File: src/hw/alarm_pkg.sv
// ==========================================================
// shared constants for the alarm interrupt block
package alarm_pkg;

  // register offsets
  localparam logic [7:0] ctrl_status_addr   = 8'h01;
  localparam logic [7:0] cur_minutes_addr   = 8'h03;
  localparam logic [7:0] cur_hours_addr     = 8'h04;
  localparam logic [7:0] cur_date_addr      = 8'h05;
  localparam logic [7:0] cur_weekday_addr   = 8'h06;
  localparam logic [7:0] alarm_minute_addr  = 8'h09;
  localparam logic [7:0] alarm_hour_addr    = 8'h0a;
  localparam logic [7:0] alarm_date_addr    = 8'h0b;
  localparam logic [7:0] alarm_weekday_addr = 8'h0c;
  localparam logic [7:0] irq_status_addr    = 8'h10;
  localparam logic [7:0] irq_mask_addr      = 8'h11;

  // control/status field positions, and the alarm register exclude bit
  localparam int timer_irq_enable_bit    = 0;
  localparam int alarm_irq_enable_bit    = 1;
  localparam int timer_flag_bit          = 2;
  localparam int alarm_flag_bit          = 3;
  localparam int timer_repeat_select_bit = 4;
  localparam int alarm_field_exclude_bit = 7;

  // field value masks per alarm register, and the control/status read mask
  localparam logic [7:0] minute_mask  = 8'h7f;
  localparam logic [7:0] hour_mask    = 8'h3f;
  localparam logic [7:0] date_mask    = 8'h3f;
  localparam logic [7:0] weekday_mask = 8'h07;
  localparam logic [7:0] ctrl_mask    = 8'h1f;

  // reset values
  localparam logic [7:0] reg_reset_val   = 8'h00;
  localparam logic [7:0] alarm_reset_val = 8'h80;

  // status bit positions of the interrupt status register
  localparam int evt_alarm_bit = 0;
  localparam int evt_timer_bit = 1;

  // match tracker states
  typedef enum logic [0:0] {
    match_idle = 1'b0,
    match_held = 1'b1
  } match_state_t;

endpackage : alarm_pkg

File: src/hw/alarm_compare.sv
`timescale 1ns/1ns
`default_nettype none
// ==========================================================
// per-field compare with exclude bits
module alarm_compare (
  // alarm targets, exclude bit in msb
  input  wire logic [7:0] minute_tgt_in,
  input  wire logic [7:0] hour_tgt_in,
  input  wire logic [7:0] date_tgt_in,
  input  wire logic [7:0] weekday_tgt_in,
  // current time
  input  wire logic [7:0] minute_now_in,
  input  wire logic [7:0] hour_now_in,
  input  wire logic [7:0] date_now_in,
  input  wire logic [7:0] weekday_now_in,
  // result
  output var  logic       match_out
);
  import alarm_pkg::*;

  logic [3:0] field_hit;
  logic [3:0] field_excl;
  logic [7:0] tgt [4];
  logic [7:0] now [4];
  logic [7:0] msk [4];

  // gather fields into arrays
  always_comb begin
    tgt[0] = minute_tgt_in;
    tgt[1] = hour_tgt_in;
    tgt[2] = date_tgt_in;
    tgt[3] = weekday_tgt_in;
    now[0] = minute_now_in;
    now[1] = hour_now_in;  // 24-hour compare
    now[2] = date_now_in;
    now[3] = weekday_now_in;
    msk[0] = minute_mask;
    msk[1] = hour_mask;
    msk[2] = date_mask;
    msk[3] = weekday_mask;
  end

  // excluded field always passes
  for (genvar i = 0; i < 4; i++) begin : g_field
    assign field_excl[i] = tgt[i][alarm_field_exclude_bit];
    assign field_hit[i]  = field_excl[i] | ((tgt[i] & msk[i]) == (now[i] & msk[i]));
  end

  // all excluded never matches
  assign match_out = (&field_hit) & ~(&field_excl);

endmodule : alarm_compare
`default_nettype wire

File: src/hw/rtc_alarm_irq.sv
`timescale 1ns/1ns
`default_nettype none
module rtc_alarm_irq (
  // clock and reset
  input  wire logic       clk_in,
  input  wire logic       reset_in,
  // register port
  input  wire logic [7:0] addr_in,
  input  wire logic [7:0] wdata_in,
  input  wire logic       wr_in,
  input  wire logic       rd_in,
  output var  logic [7:0] rdata_out,
  // timer event from the countdown logic
  input  wire logic       timer_event_in,
  // shared open-drain interrupt pin
  output var  logic       alarm_irq_out_n,
  output var  logic       alarm_irq_oe_n_out,
  // level interrupt to local cpu
  output var  logic       irq_out
);
  import alarm_pkg::*;

  // ==========================================================
  // registers
  logic [7:0]   ctrl_ff;
  logic [7:0]   cur_min_ff;
  logic [7:0]   cur_hour_ff;
  logic [7:0]   cur_date_ff;
  logic [7:0]   cur_wday_ff;
  logic [7:0]   al_min_ff;
  logic [7:0]   al_hour_ff;
  logic [7:0]   al_date_ff;
  logic [7:0]   al_wday_ff;
  logic [1:0]   status_ff;
  logic [1:0]   mask_ff;
  match_state_t match_ff;
  logic         match_now;
  logic         alarm_event;
  logic         wr_ctrl;
  logic         nxt_pin_low;
  logic [7:0]   nxt_rdata;

  assign wr_ctrl = wr_in && (addr_in == ctrl_status_addr);

  // ==========================================================
  // time and alarm target registers
  always_ff @(posedge clk_in) begin
    if (reset_in) begin
      cur_min_ff  <= reg_reset_val;
      cur_hour_ff <= reg_reset_val;
      cur_date_ff <= reg_reset_val;
      cur_wday_ff <= reg_reset_val;
      al_min_ff   <= alarm_reset_val;
      al_hour_ff  <= alarm_reset_val;
      al_date_ff  <= alarm_reset_val;
      al_wday_ff  <= alarm_reset_val;
    end else if (wr_in) begin
      case (addr_in)
        cur_minutes_addr:   cur_min_ff  <= wdata_in & minute_mask;
        cur_hours_addr:     cur_hour_ff <= wdata_in & hour_mask;
        cur_date_addr:      cur_date_ff <= wdata_in & date_mask;
        cur_weekday_addr:   cur_wday_ff <= wdata_in & weekday_mask;
        alarm_minute_addr:  al_min_ff   <= wdata_in;
        alarm_hour_addr:    al_hour_ff  <= wdata_in & (hour_mask | alarm_reset_val);
        alarm_date_addr:    al_date_ff  <= wdata_in & (date_mask | alarm_reset_val);
        alarm_weekday_addr: al_wday_ff  <= wdata_in & (weekday_mask | alarm_reset_val);
        default: ;
      endcase
    end
  end

  // ==========================================================
  // comparison
  alarm_compare u_compare (
    .minute_tgt_in  (al_min_ff),
    .hour_tgt_in    (al_hour_ff),
    .date_tgt_in    (al_date_ff),
    .weekday_tgt_in (al_wday_ff),
    .minute_now_in  (cur_min_ff),
    .hour_now_in    (cur_hour_ff),
    .date_now_in    (cur_date_ff),
    .weekday_now_in (cur_wday_ff),
    .match_out      (match_now)
  );

  // track match level so only rising edge counts
  always_ff @(posedge clk_in) begin
    if (reset_in) begin
      match_ff <= match_idle;
    end else begin
      case (match_ff)
        match_idle: if (match_now) match_ff <= match_held;
        match_held: if (!match_now) match_ff <= match_idle;
        default:    match_ff <= match_idle;
      endcase
    end
  end

  assign alarm_event = match_now && (match_ff == match_idle);

  // ==========================================================
  // control/status register
  always_ff @(posedge clk_in) begin
    if (reset_in) begin
      ctrl_ff <= reg_reset_val;
    end else begin
      if (wr_ctrl) begin
        ctrl_ff[timer_irq_enable_bit]    <= wdata_in[timer_irq_enable_bit];
        ctrl_ff[alarm_irq_enable_bit]    <= wdata_in[alarm_irq_enable_bit];
        ctrl_ff[timer_repeat_select_bit] <= wdata_in[timer_repeat_select_bit];
        // flags clear on zero, keep on one
        if (!wdata_in[alarm_flag_bit]) ctrl_ff[alarm_flag_bit] <= 1'b0;
        if (!wdata_in[timer_flag_bit]) ctrl_ff[timer_flag_bit] <= 1'b0;
      end
      // set wins over clear, set regardless of enable
      if (alarm_event) ctrl_ff[alarm_flag_bit] <= 1'b1;
      if (timer_event_in) ctrl_ff[timer_flag_bit] <= 1'b1;
    end
  end

  // ==========================================================
  // shared pin, driven from flag and enable levels
  always_comb begin
    nxt_pin_low = (ctrl_ff[alarm_flag_bit] && ctrl_ff[alarm_irq_enable_bit])
               || (ctrl_ff[timer_flag_bit] && ctrl_ff[timer_irq_enable_bit]);
  end

  // pin register; released when each source has its flag or enable clear
  always_ff @(posedge clk_in) begin
    if (reset_in) begin
      alarm_irq_out_n    <= 1'b1;
      alarm_irq_oe_n_out <= 1'b1;
    end else begin
      alarm_irq_out_n    <= 1'b0;
      alarm_irq_oe_n_out <= ~nxt_pin_low;
    end
  end

  // ==========================================================
  // local interrupt: sticky status, write one clears
  always_ff @(posedge clk_in) begin
    if (reset_in) begin
      status_ff <= 2'h0;
      mask_ff   <= 2'h0;
    end else begin
      if (wr_in && addr_in == irq_mask_addr) mask_ff <= wdata_in[1:0];
      status_ff <= (status_ff & ~((wr_in && addr_in == irq_status_addr) ? wdata_in[1:0] : 2'h0))
                 | {timer_event_in, alarm_event};
    end
  end

  always_ff @(posedge clk_in) begin
    if (reset_in) irq_out <= 1'b0;
    else          irq_out <= |(status_ff & mask_ff);
  end

  // ==========================================================
  // read data, one cycle after the strobe
  always_comb begin
    nxt_rdata = 8'h00;
    case (addr_in)
      ctrl_status_addr:   nxt_rdata = ctrl_ff & ctrl_mask;
      cur_minutes_addr:   nxt_rdata = cur_min_ff;
      cur_hours_addr:     nxt_rdata = cur_hour_ff;
      cur_date_addr:      nxt_rdata = cur_date_ff;
      cur_weekday_addr:   nxt_rdata = cur_wday_ff;
      alarm_minute_addr:  nxt_rdata = al_min_ff;
      alarm_hour_addr:    nxt_rdata = al_hour_ff;
      alarm_date_addr:    nxt_rdata = al_date_ff;
      alarm_weekday_addr: nxt_rdata = al_wday_ff;
      irq_status_addr:    nxt_rdata = {6'h00, status_ff};
      irq_mask_addr:      nxt_rdata = {6'h00, mask_ff};
      default:            nxt_rdata = 8'h00;
    endcase
  end

  always_ff @(posedge clk_in) begin
    if (reset_in)   rdata_out <= 8'h00;
    else if (rd_in) rdata_out <= nxt_rdata;
    else            rdata_out <= 8'h00;
  end

  // ==========================================================
  // checks
  a_flag_on_match: assert property (@(posedge clk_in) disable iff (reset_in)
    alarm_event |=> ctrl_ff[alarm_flag_bit])
    else $error("alarm flag not set on match");
  a_pin_low_en: assert property (@(posedge clk_in) disable iff (reset_in)
    (ctrl_ff[alarm_flag_bit] && ctrl_ff[alarm_irq_enable_bit]) |=> !alarm_irq_oe_n_out)
    else $error("pin not driven on enabled alarm");
  a_all_excluded: assert property (@(posedge clk_in) disable iff (reset_in)
    (al_min_ff[7] && al_hour_ff[7] && al_date_ff[7] && al_wday_ff[7]) |-> !match_now)
    else $error("match with all fields excluded");
  a_flag_clear: assert property (@(posedge clk_in) disable iff (reset_in)
    (wr_ctrl && !wdata_in[alarm_flag_bit] && !alarm_event) |=> !ctrl_ff[alarm_flag_bit])
    else $error("flag not cleared by zero write");
  a_flag_sticky: assert property (@(posedge clk_in) disable iff (reset_in)
    (ctrl_ff[alarm_flag_bit] && !(wr_ctrl && !wdata_in[alarm_flag_bit]))
      |=> ctrl_ff[alarm_flag_bit])
    else $error("flag lost without clear");
  a_release_dis: assert property (@(posedge clk_in) disable iff (reset_in)
    (!ctrl_ff[alarm_irq_enable_bit] && !ctrl_ff[timer_irq_enable_bit]) |=> alarm_irq_oe_n_out)
    else $error("pin driven with enables off");
  a_single_event: assert property (@(posedge clk_in) disable iff (reset_in)
    alarm_event |=> !alarm_event)
    else $error("repeated event on held match");
  a_flag_no_enable: assert property (@(posedge clk_in) disable iff (reset_in)
    (alarm_event && !ctrl_ff[alarm_irq_enable_bit]) |=> ctrl_ff[alarm_flag_bit])
    else $error("flag not set with enable off");
  a_pin_release: assert property (@(posedge clk_in) disable iff (reset_in)
    (!ctrl_ff[alarm_flag_bit] && !ctrl_ff[timer_flag_bit]) |=> alarm_irq_oe_n_out)
    else $error("pin held after flags cleared");

  c_alarm_event: cover property (@(posedge clk_in) disable iff (reset_in) alarm_event);
  c_pin_low: cover property (@(posedge clk_in) disable iff (reset_in) !alarm_irq_oe_n_out);
  c_late_enable: cover property (@(posedge clk_in) disable iff (reset_in)
    (ctrl_ff[alarm_flag_bit] && !ctrl_ff[alarm_irq_enable_bit])
      ##1 ctrl_ff[alarm_irq_enable_bit]);

endmodule : rtc_alarm_irq
`default_nettype wire

File: config.mk
export PLATFORM = sky130hd
export DESIGN_NAME = rtc_alarm_irq
export DESIGN_NICKNAME = d
export VERILOG_FILES = /design/src/hw/alarm_pkg.sv /design/src/hw/alarm_compare.sv /design/src/hw/rtc_alarm_irq.sv
export SDC_FILE = /design/constraint.sdc
export NUM_CORES = 1
export LEC_CHECK = 0
export ABC_AREA = 1
export BUFFER_PORTS_ARGS = -buffer_cell sky130_fd_sc_hd__clkbuf_2
export CAP_MARGIN = 30
export CELL_PAD_IN_SITES_DETAIL_PLACEMENT = 0
export CELL_PAD_IN_SITES_GLOBAL_PLACEMENT = 2
export CORE_MARGIN = 2
export CORE_UTILIZATION = 36
export CTS_CLUSTER_SIZE = 12
export DETAILED_ROUTE_END_ITERATION = 16
export HOLD_SLACK_MARGIN = 0.02
export PLACE_DENSITY_LB_ADDON = 0.1
export SYNTH_ARGS = -nofsm -noshare
export SYNTH_HDL_FRONTEND = slang
export SYNTH_SLANG_ARGS = --single-unit
File: constraint.sdc
create_clock -name clk_in -period 2.6 [get_ports clk_in]
set_input_delay 0.39 -clock clk_in [delete_from_list [all_inputs] [get_ports clk_in]]
set_output_delay 0.39 -clock clk_in [all_outputs]
set_load 0.05 [all_outputs]
==> results by group <==
STA
  – Slew at the pin closest to its max-slew limit: 461.8 ps
  – Post-route clock skew: 9.065 ps
  – Setup TNS Final: 0 ps
  – Final Cycle Share: 0.5652
  – Final setup violation count: 0
  – Hold WS: 272.9 ps
  – Max-slew headroom: 0.6898
  – Count of pins over their slew limit: 0
  – Final worst path period need: 1470 ps
  – Peak clock frequency supported by timing: 680.4 MHz
  – Unrepaired setup endpoints after global routing: false
  – Total count of hold-check failures in the final report: 0

Routing
  – Number of violations reported at the end of detailed-routing iteration 0: 165
  – # DRC: 0
  – Wire length per cell after detailed routing: 16.42 um
  – Via density per instance: 4.878
  – Antenna Nets Post-Route: 0
  – Pre-antenna DRT Iters: 5
  – Total wire length after detailed routing: 10,940 um
  – Number of vias after detailed routing: 3,249

Setup path
  – Reg-to-reg slack, setup: 1270 ps
  – Crit start category: input pin
  – Arrival time at the worst endpoint: 1740 ps
  – Startpoint of the most critical register-to-register path: al_hour_ff[4]
  – Type of destination of the critical path: register
  – Slowest library cell on the worst path: sky130_fd_sc_hd__nor2_4
  – R2R Path End: status_ff[0]
  – Buffers and inverters on the worst path: 2
  – Cell class contributing the biggest share of worst-path delay: simple AND/OR/NAND/NOR gates
  – Critical path data required time: 2870 ps
  – Path depth of the worst reg2reg path: 10
  – Worst-path maximum fanout: 13
  – Critical path, cell by cell: clkbuf_2 -> nor2_4 -> nand3_4 -> nor2_8 -> nand3_4 -> nor2_4 -> inv_1 -> a211oi_1
  – Count of cell instances traversed by the critical path: 8
  – Crit path largest cell delay: 320 ps
  – Kind of critical path: input pin to register

Clock tree
  – Sink Count: 69
  – Total of cells resized after clock tree synthesis: 0
  – Number of buffers created by CTS: 9
  – Number of hold buffers added after cts: 0
  – Number of setup buffers added after CTS: 0
  – Clock latency on the worst-skew pair: 370 ps
  – Maximum root-to-sink buffer count: 2
  – Clock edge transition at the registers on the reported setup and hold paths: 80 ps
  – Clock tree from TritonCTS: yes
  – CTS H-tree depth: 3
  – Root buffer cell: sky130_fd_sc_hd__clkbuf_8

Logic synthesis
  – Ys Warns: 0
  – Avg Inst Size Synth: 7.071 um^2
  – Async set-reset flop share out of synthesis: 0
  – Post-synthesis compound-gate area fraction: 0.1966
  – Net count of the mapped netlist: 517
  – Post-synthesis register bit count: 69
  – Synthesized instance count: 496
  – Post-synthesis sequential area ratio: 0.3939
  – Synth Flop Type: sky130_fd_sc_hd__dfxtp_1
  – Adder-cell area share of the yosys netlist: 0
  – Distinct cells, synth: 34
  – Dominant combinational cell family by area after synthesis: simple AND/OR/NAND/NOR gates
  – Post-synthesis instance area: 3507 um^2
  – Fraction of the mapped netlist area in simple logic gates: 0.2793
  – Post-synth EDFFs: 0
  – Xor and xnor area share after synthesis: 0.01249
  – Portion of netlist area occupied by mux cells: 0

Final layout
  – Number of inserted diodes: 0
  – Commonest non-fill, non-tap cells in the layout: sky130_fd_sc_hd__nand2_1 (106), sky130_fd_sc_hd__inv_1 (78), sky130_fd_sc_hd__dfxtp_1 (69)
  – Area added between synthesis and finish: 12.99%
  – Area taken by flip-flops and latches: 1381 um^2
  – Combined area of the multi-input logic cells: 1713 um^2
  – Commonest non-fill, non-tap cell in the layout: sky130_fd_sc_hd__nand2_1
  – Post-route cell area: 3963 um^2
  – Fraction of final layout cells with drive strength greater than 1: 0.1614
  – Net count, final: 549
  – Filler cells: 1,036

Placement
  – DP HPWL: 8337 um
  – Quantity of I/O buffers inserted on ports: 31
  – Total cell area at the placement stage: 3760 um^2
  – Gp weighted congestion: 0.8549

Floorplan
  – Effective utilization at floorplan: 0.3655
  – Width of the chip: 102.7 um
  – Number of top-level design ports: 32
  – Core region area: 9594 um^2
  – Die height: 102.7 um
  – Area of the die: 10,550 um^2
  – # rows: 36

Status
  – Result of the run: finished clean

Power and ir drop
  – Peak supply drop: 242.8 uV
  – Total power per unit cell area: 535.7 nW/um^2
  – Leakage Power: 1.676 nW

Job
  – Maximum Capacitance Violations: 0

Global route
  – Number of antenna violations at the first check in global routing: 0
  – Via count of the first global-routing pass: 2,954
  – Overall global routing resource usage: 0.2235
  – Largest net degree at the start of global routing: 29
  – Leftover overflow at the end of global routing: 0
  – Wire length of the first global-routing pass: 17,060 um

Min path
  – Worst Min Path Start: timer_event_in
  – Endpoint with the worst hold slack: ctrl_ff[2]
  – Type of the most critical hold path: input pin to register
  – Depth of the worst hold-timing path: 3
cells by family (layout without fill, tap and decap cells):
group / count (synthesis) / in the layout
AO/OA/AOI/OAI: 120 / 120
buffers and inverters: 98 / 135
AND/OR/NAND/NOR: 204 / 204
flip-flops: 69 / 69
XOR/XNOR: 5 / 5
power breakdown:
part	switching [mW]	internal (mW)
Combinational	0.0946	0.0296
Sequential	0.00376	1.06
Clock	0.437	0.497
Total	0.535	1.59
sequential cells by signal (all words and copies together) (netlist names):
signal / flops
cur_min_ff: 7
al_wday_ff: 4
alarm_irq_out_n: 1
alarm_irq_oe_n_out: 1
cur_wday_ff: 3
al_hour_ff: 7
rdata_out: 8
cur_date_ff: 6
mask_ff: 2
al_min_ff: 8
ctrl_ff: 5
irq_out: 1
cur_hour_ff: 6
al_date_ff: 7
match_ff: 1
status_ff: 2
final cells by class:
type	count	area share
flip-flops and latches	69	0.3486
well taps	133	0.04200
multi-input cells	329	0.4323
repair buffers	34	0.04484
inverters	85	0.08115
clock inverters	3	0.01105
clock buffers	13	0.04010
metrics by stage:
step	utilization	total power [mW]	instances	worst slack, ps
6_report	0.4130	2.123	666	1130
5_1_grt	0.4130	2.200	666	981.2
4_1_cts	0.4130	2.134	666	1102
3_5_place_dp	0.3919	1.214	650	737.3
3_3_place_gp	0.3919	1.214	650	748.2
2_1_floorplan	-	1.156	496	1159
worst register-to-register path, stage by stage (launching register included):
cell                      delay, ps
sky130_fd_sc_hd__dfxtp_1        410
sky130_fd_sc_hd__inv_1           60
sky130_fd_sc_hd__nand2_1         50
sky130_fd_sc_hd__nand2_1         60
sky130_fd_sc_hd__nor2_1         120
sky130_fd_sc_hd__nand3_1        110
sky130_fd_sc_hd__nand2_1         70
sky130_fd_sc_hd__nand2_1         50
sky130_fd_sc_hd__inv_1           80
sky130_fd_sc_hd__nand3_1        110
sky130_fd_sc_hd__a21oi_1        140
cells in the mapped netlist, types with 2 or more instances:
library cell / number / area [um^2]
sky130_fd_sc_hd__nand3_1: 13 / 65.06
sky130_fd_sc_hd__a21oi_1: 41 / 205.2
sky130_fd_sc_hd__inv_2: 6 / 22.52
sky130_fd_sc_hd__o211ai_1: 5 / 37.54
sky130_fd_sc_hd__buf_6: 5 / 56.30
sky130_fd_sc_hd__nor3_1: 6 / 30.03
sky130_fd_sc_hd__clkbuf_1: 5 / 18.77
sky130_fd_sc_hd__nand4_1: 6 / 37.54
sky130_fd_sc_hd__nor3_2: 2 / 20.02
sky130_fd_sc_hd__nand3_4: 2 / 35.03
sky130_fd_sc_hd__o21ai_1: 14 / 70.07
sky130_fd_sc_hd__a21oi_2: 3 / 26.28
sky130_fd_sc_hd__o21ai_0: 37 / 185.2
sky130_fd_sc_hd__inv_1: 78 / 292.8
sky130_fd_sc_hd__nand2_4: 4 / 45.04
sky130_fd_sc_hd__dfxtp_1: 69 / 1381
sky130_fd_sc_hd__o221ai_1: 2 / 17.52
sky130_fd_sc_hd__o22ai_1: 6 / 37.54
sky130_fd_sc_hd__a211oi_2: 4 / 50.05
sky130_fd_sc_hd__nor2_1: 47 / 176.4
sky130_fd_sc_hd__xnor2_1: 4 / 35.03
sky130_fd_sc_hd__nor2_4: 9 / 101.4
sky130_fd_sc_hd__a211oi_1: 8 / 60.06
sky130_fd_sc_hd__nand2_2: 5 / 31.28
sky130_fd_sc_hd__nand2_1: 106 / 397.9
how the worst max path moves through the flow:
stage          startpoint       endpoint  slack (ps)
2_1_floorplan  addr_in[7]   al_min_ff[2]        1160
3_3_place_gp   addr_in[7]  al_hour_ff[3]         750
3_5_place_dp   addr_in[7]  al_hour_ff[3]         740
4_1_cts        addr_in[7]  al_hour_ff[3]        1100
5_1_grt        addr_in[7]  cur_min_ff[6]         980
6_report       addr_in[7]  al_hour_ff[3]        1130
per-layer routing:
layer	track usage	vias up	wire length, um	share of wire
li1	-	1662	-	-
met1	0.3346	1499	5729	0.52
met2	0.3193	74	4528	0.41
met3	0.04203	14	476	0.044
met4	0.07590	0	201	0.018
met5	0	-	0	0
No activity file was read; power rests on OpenSTA's default activity.
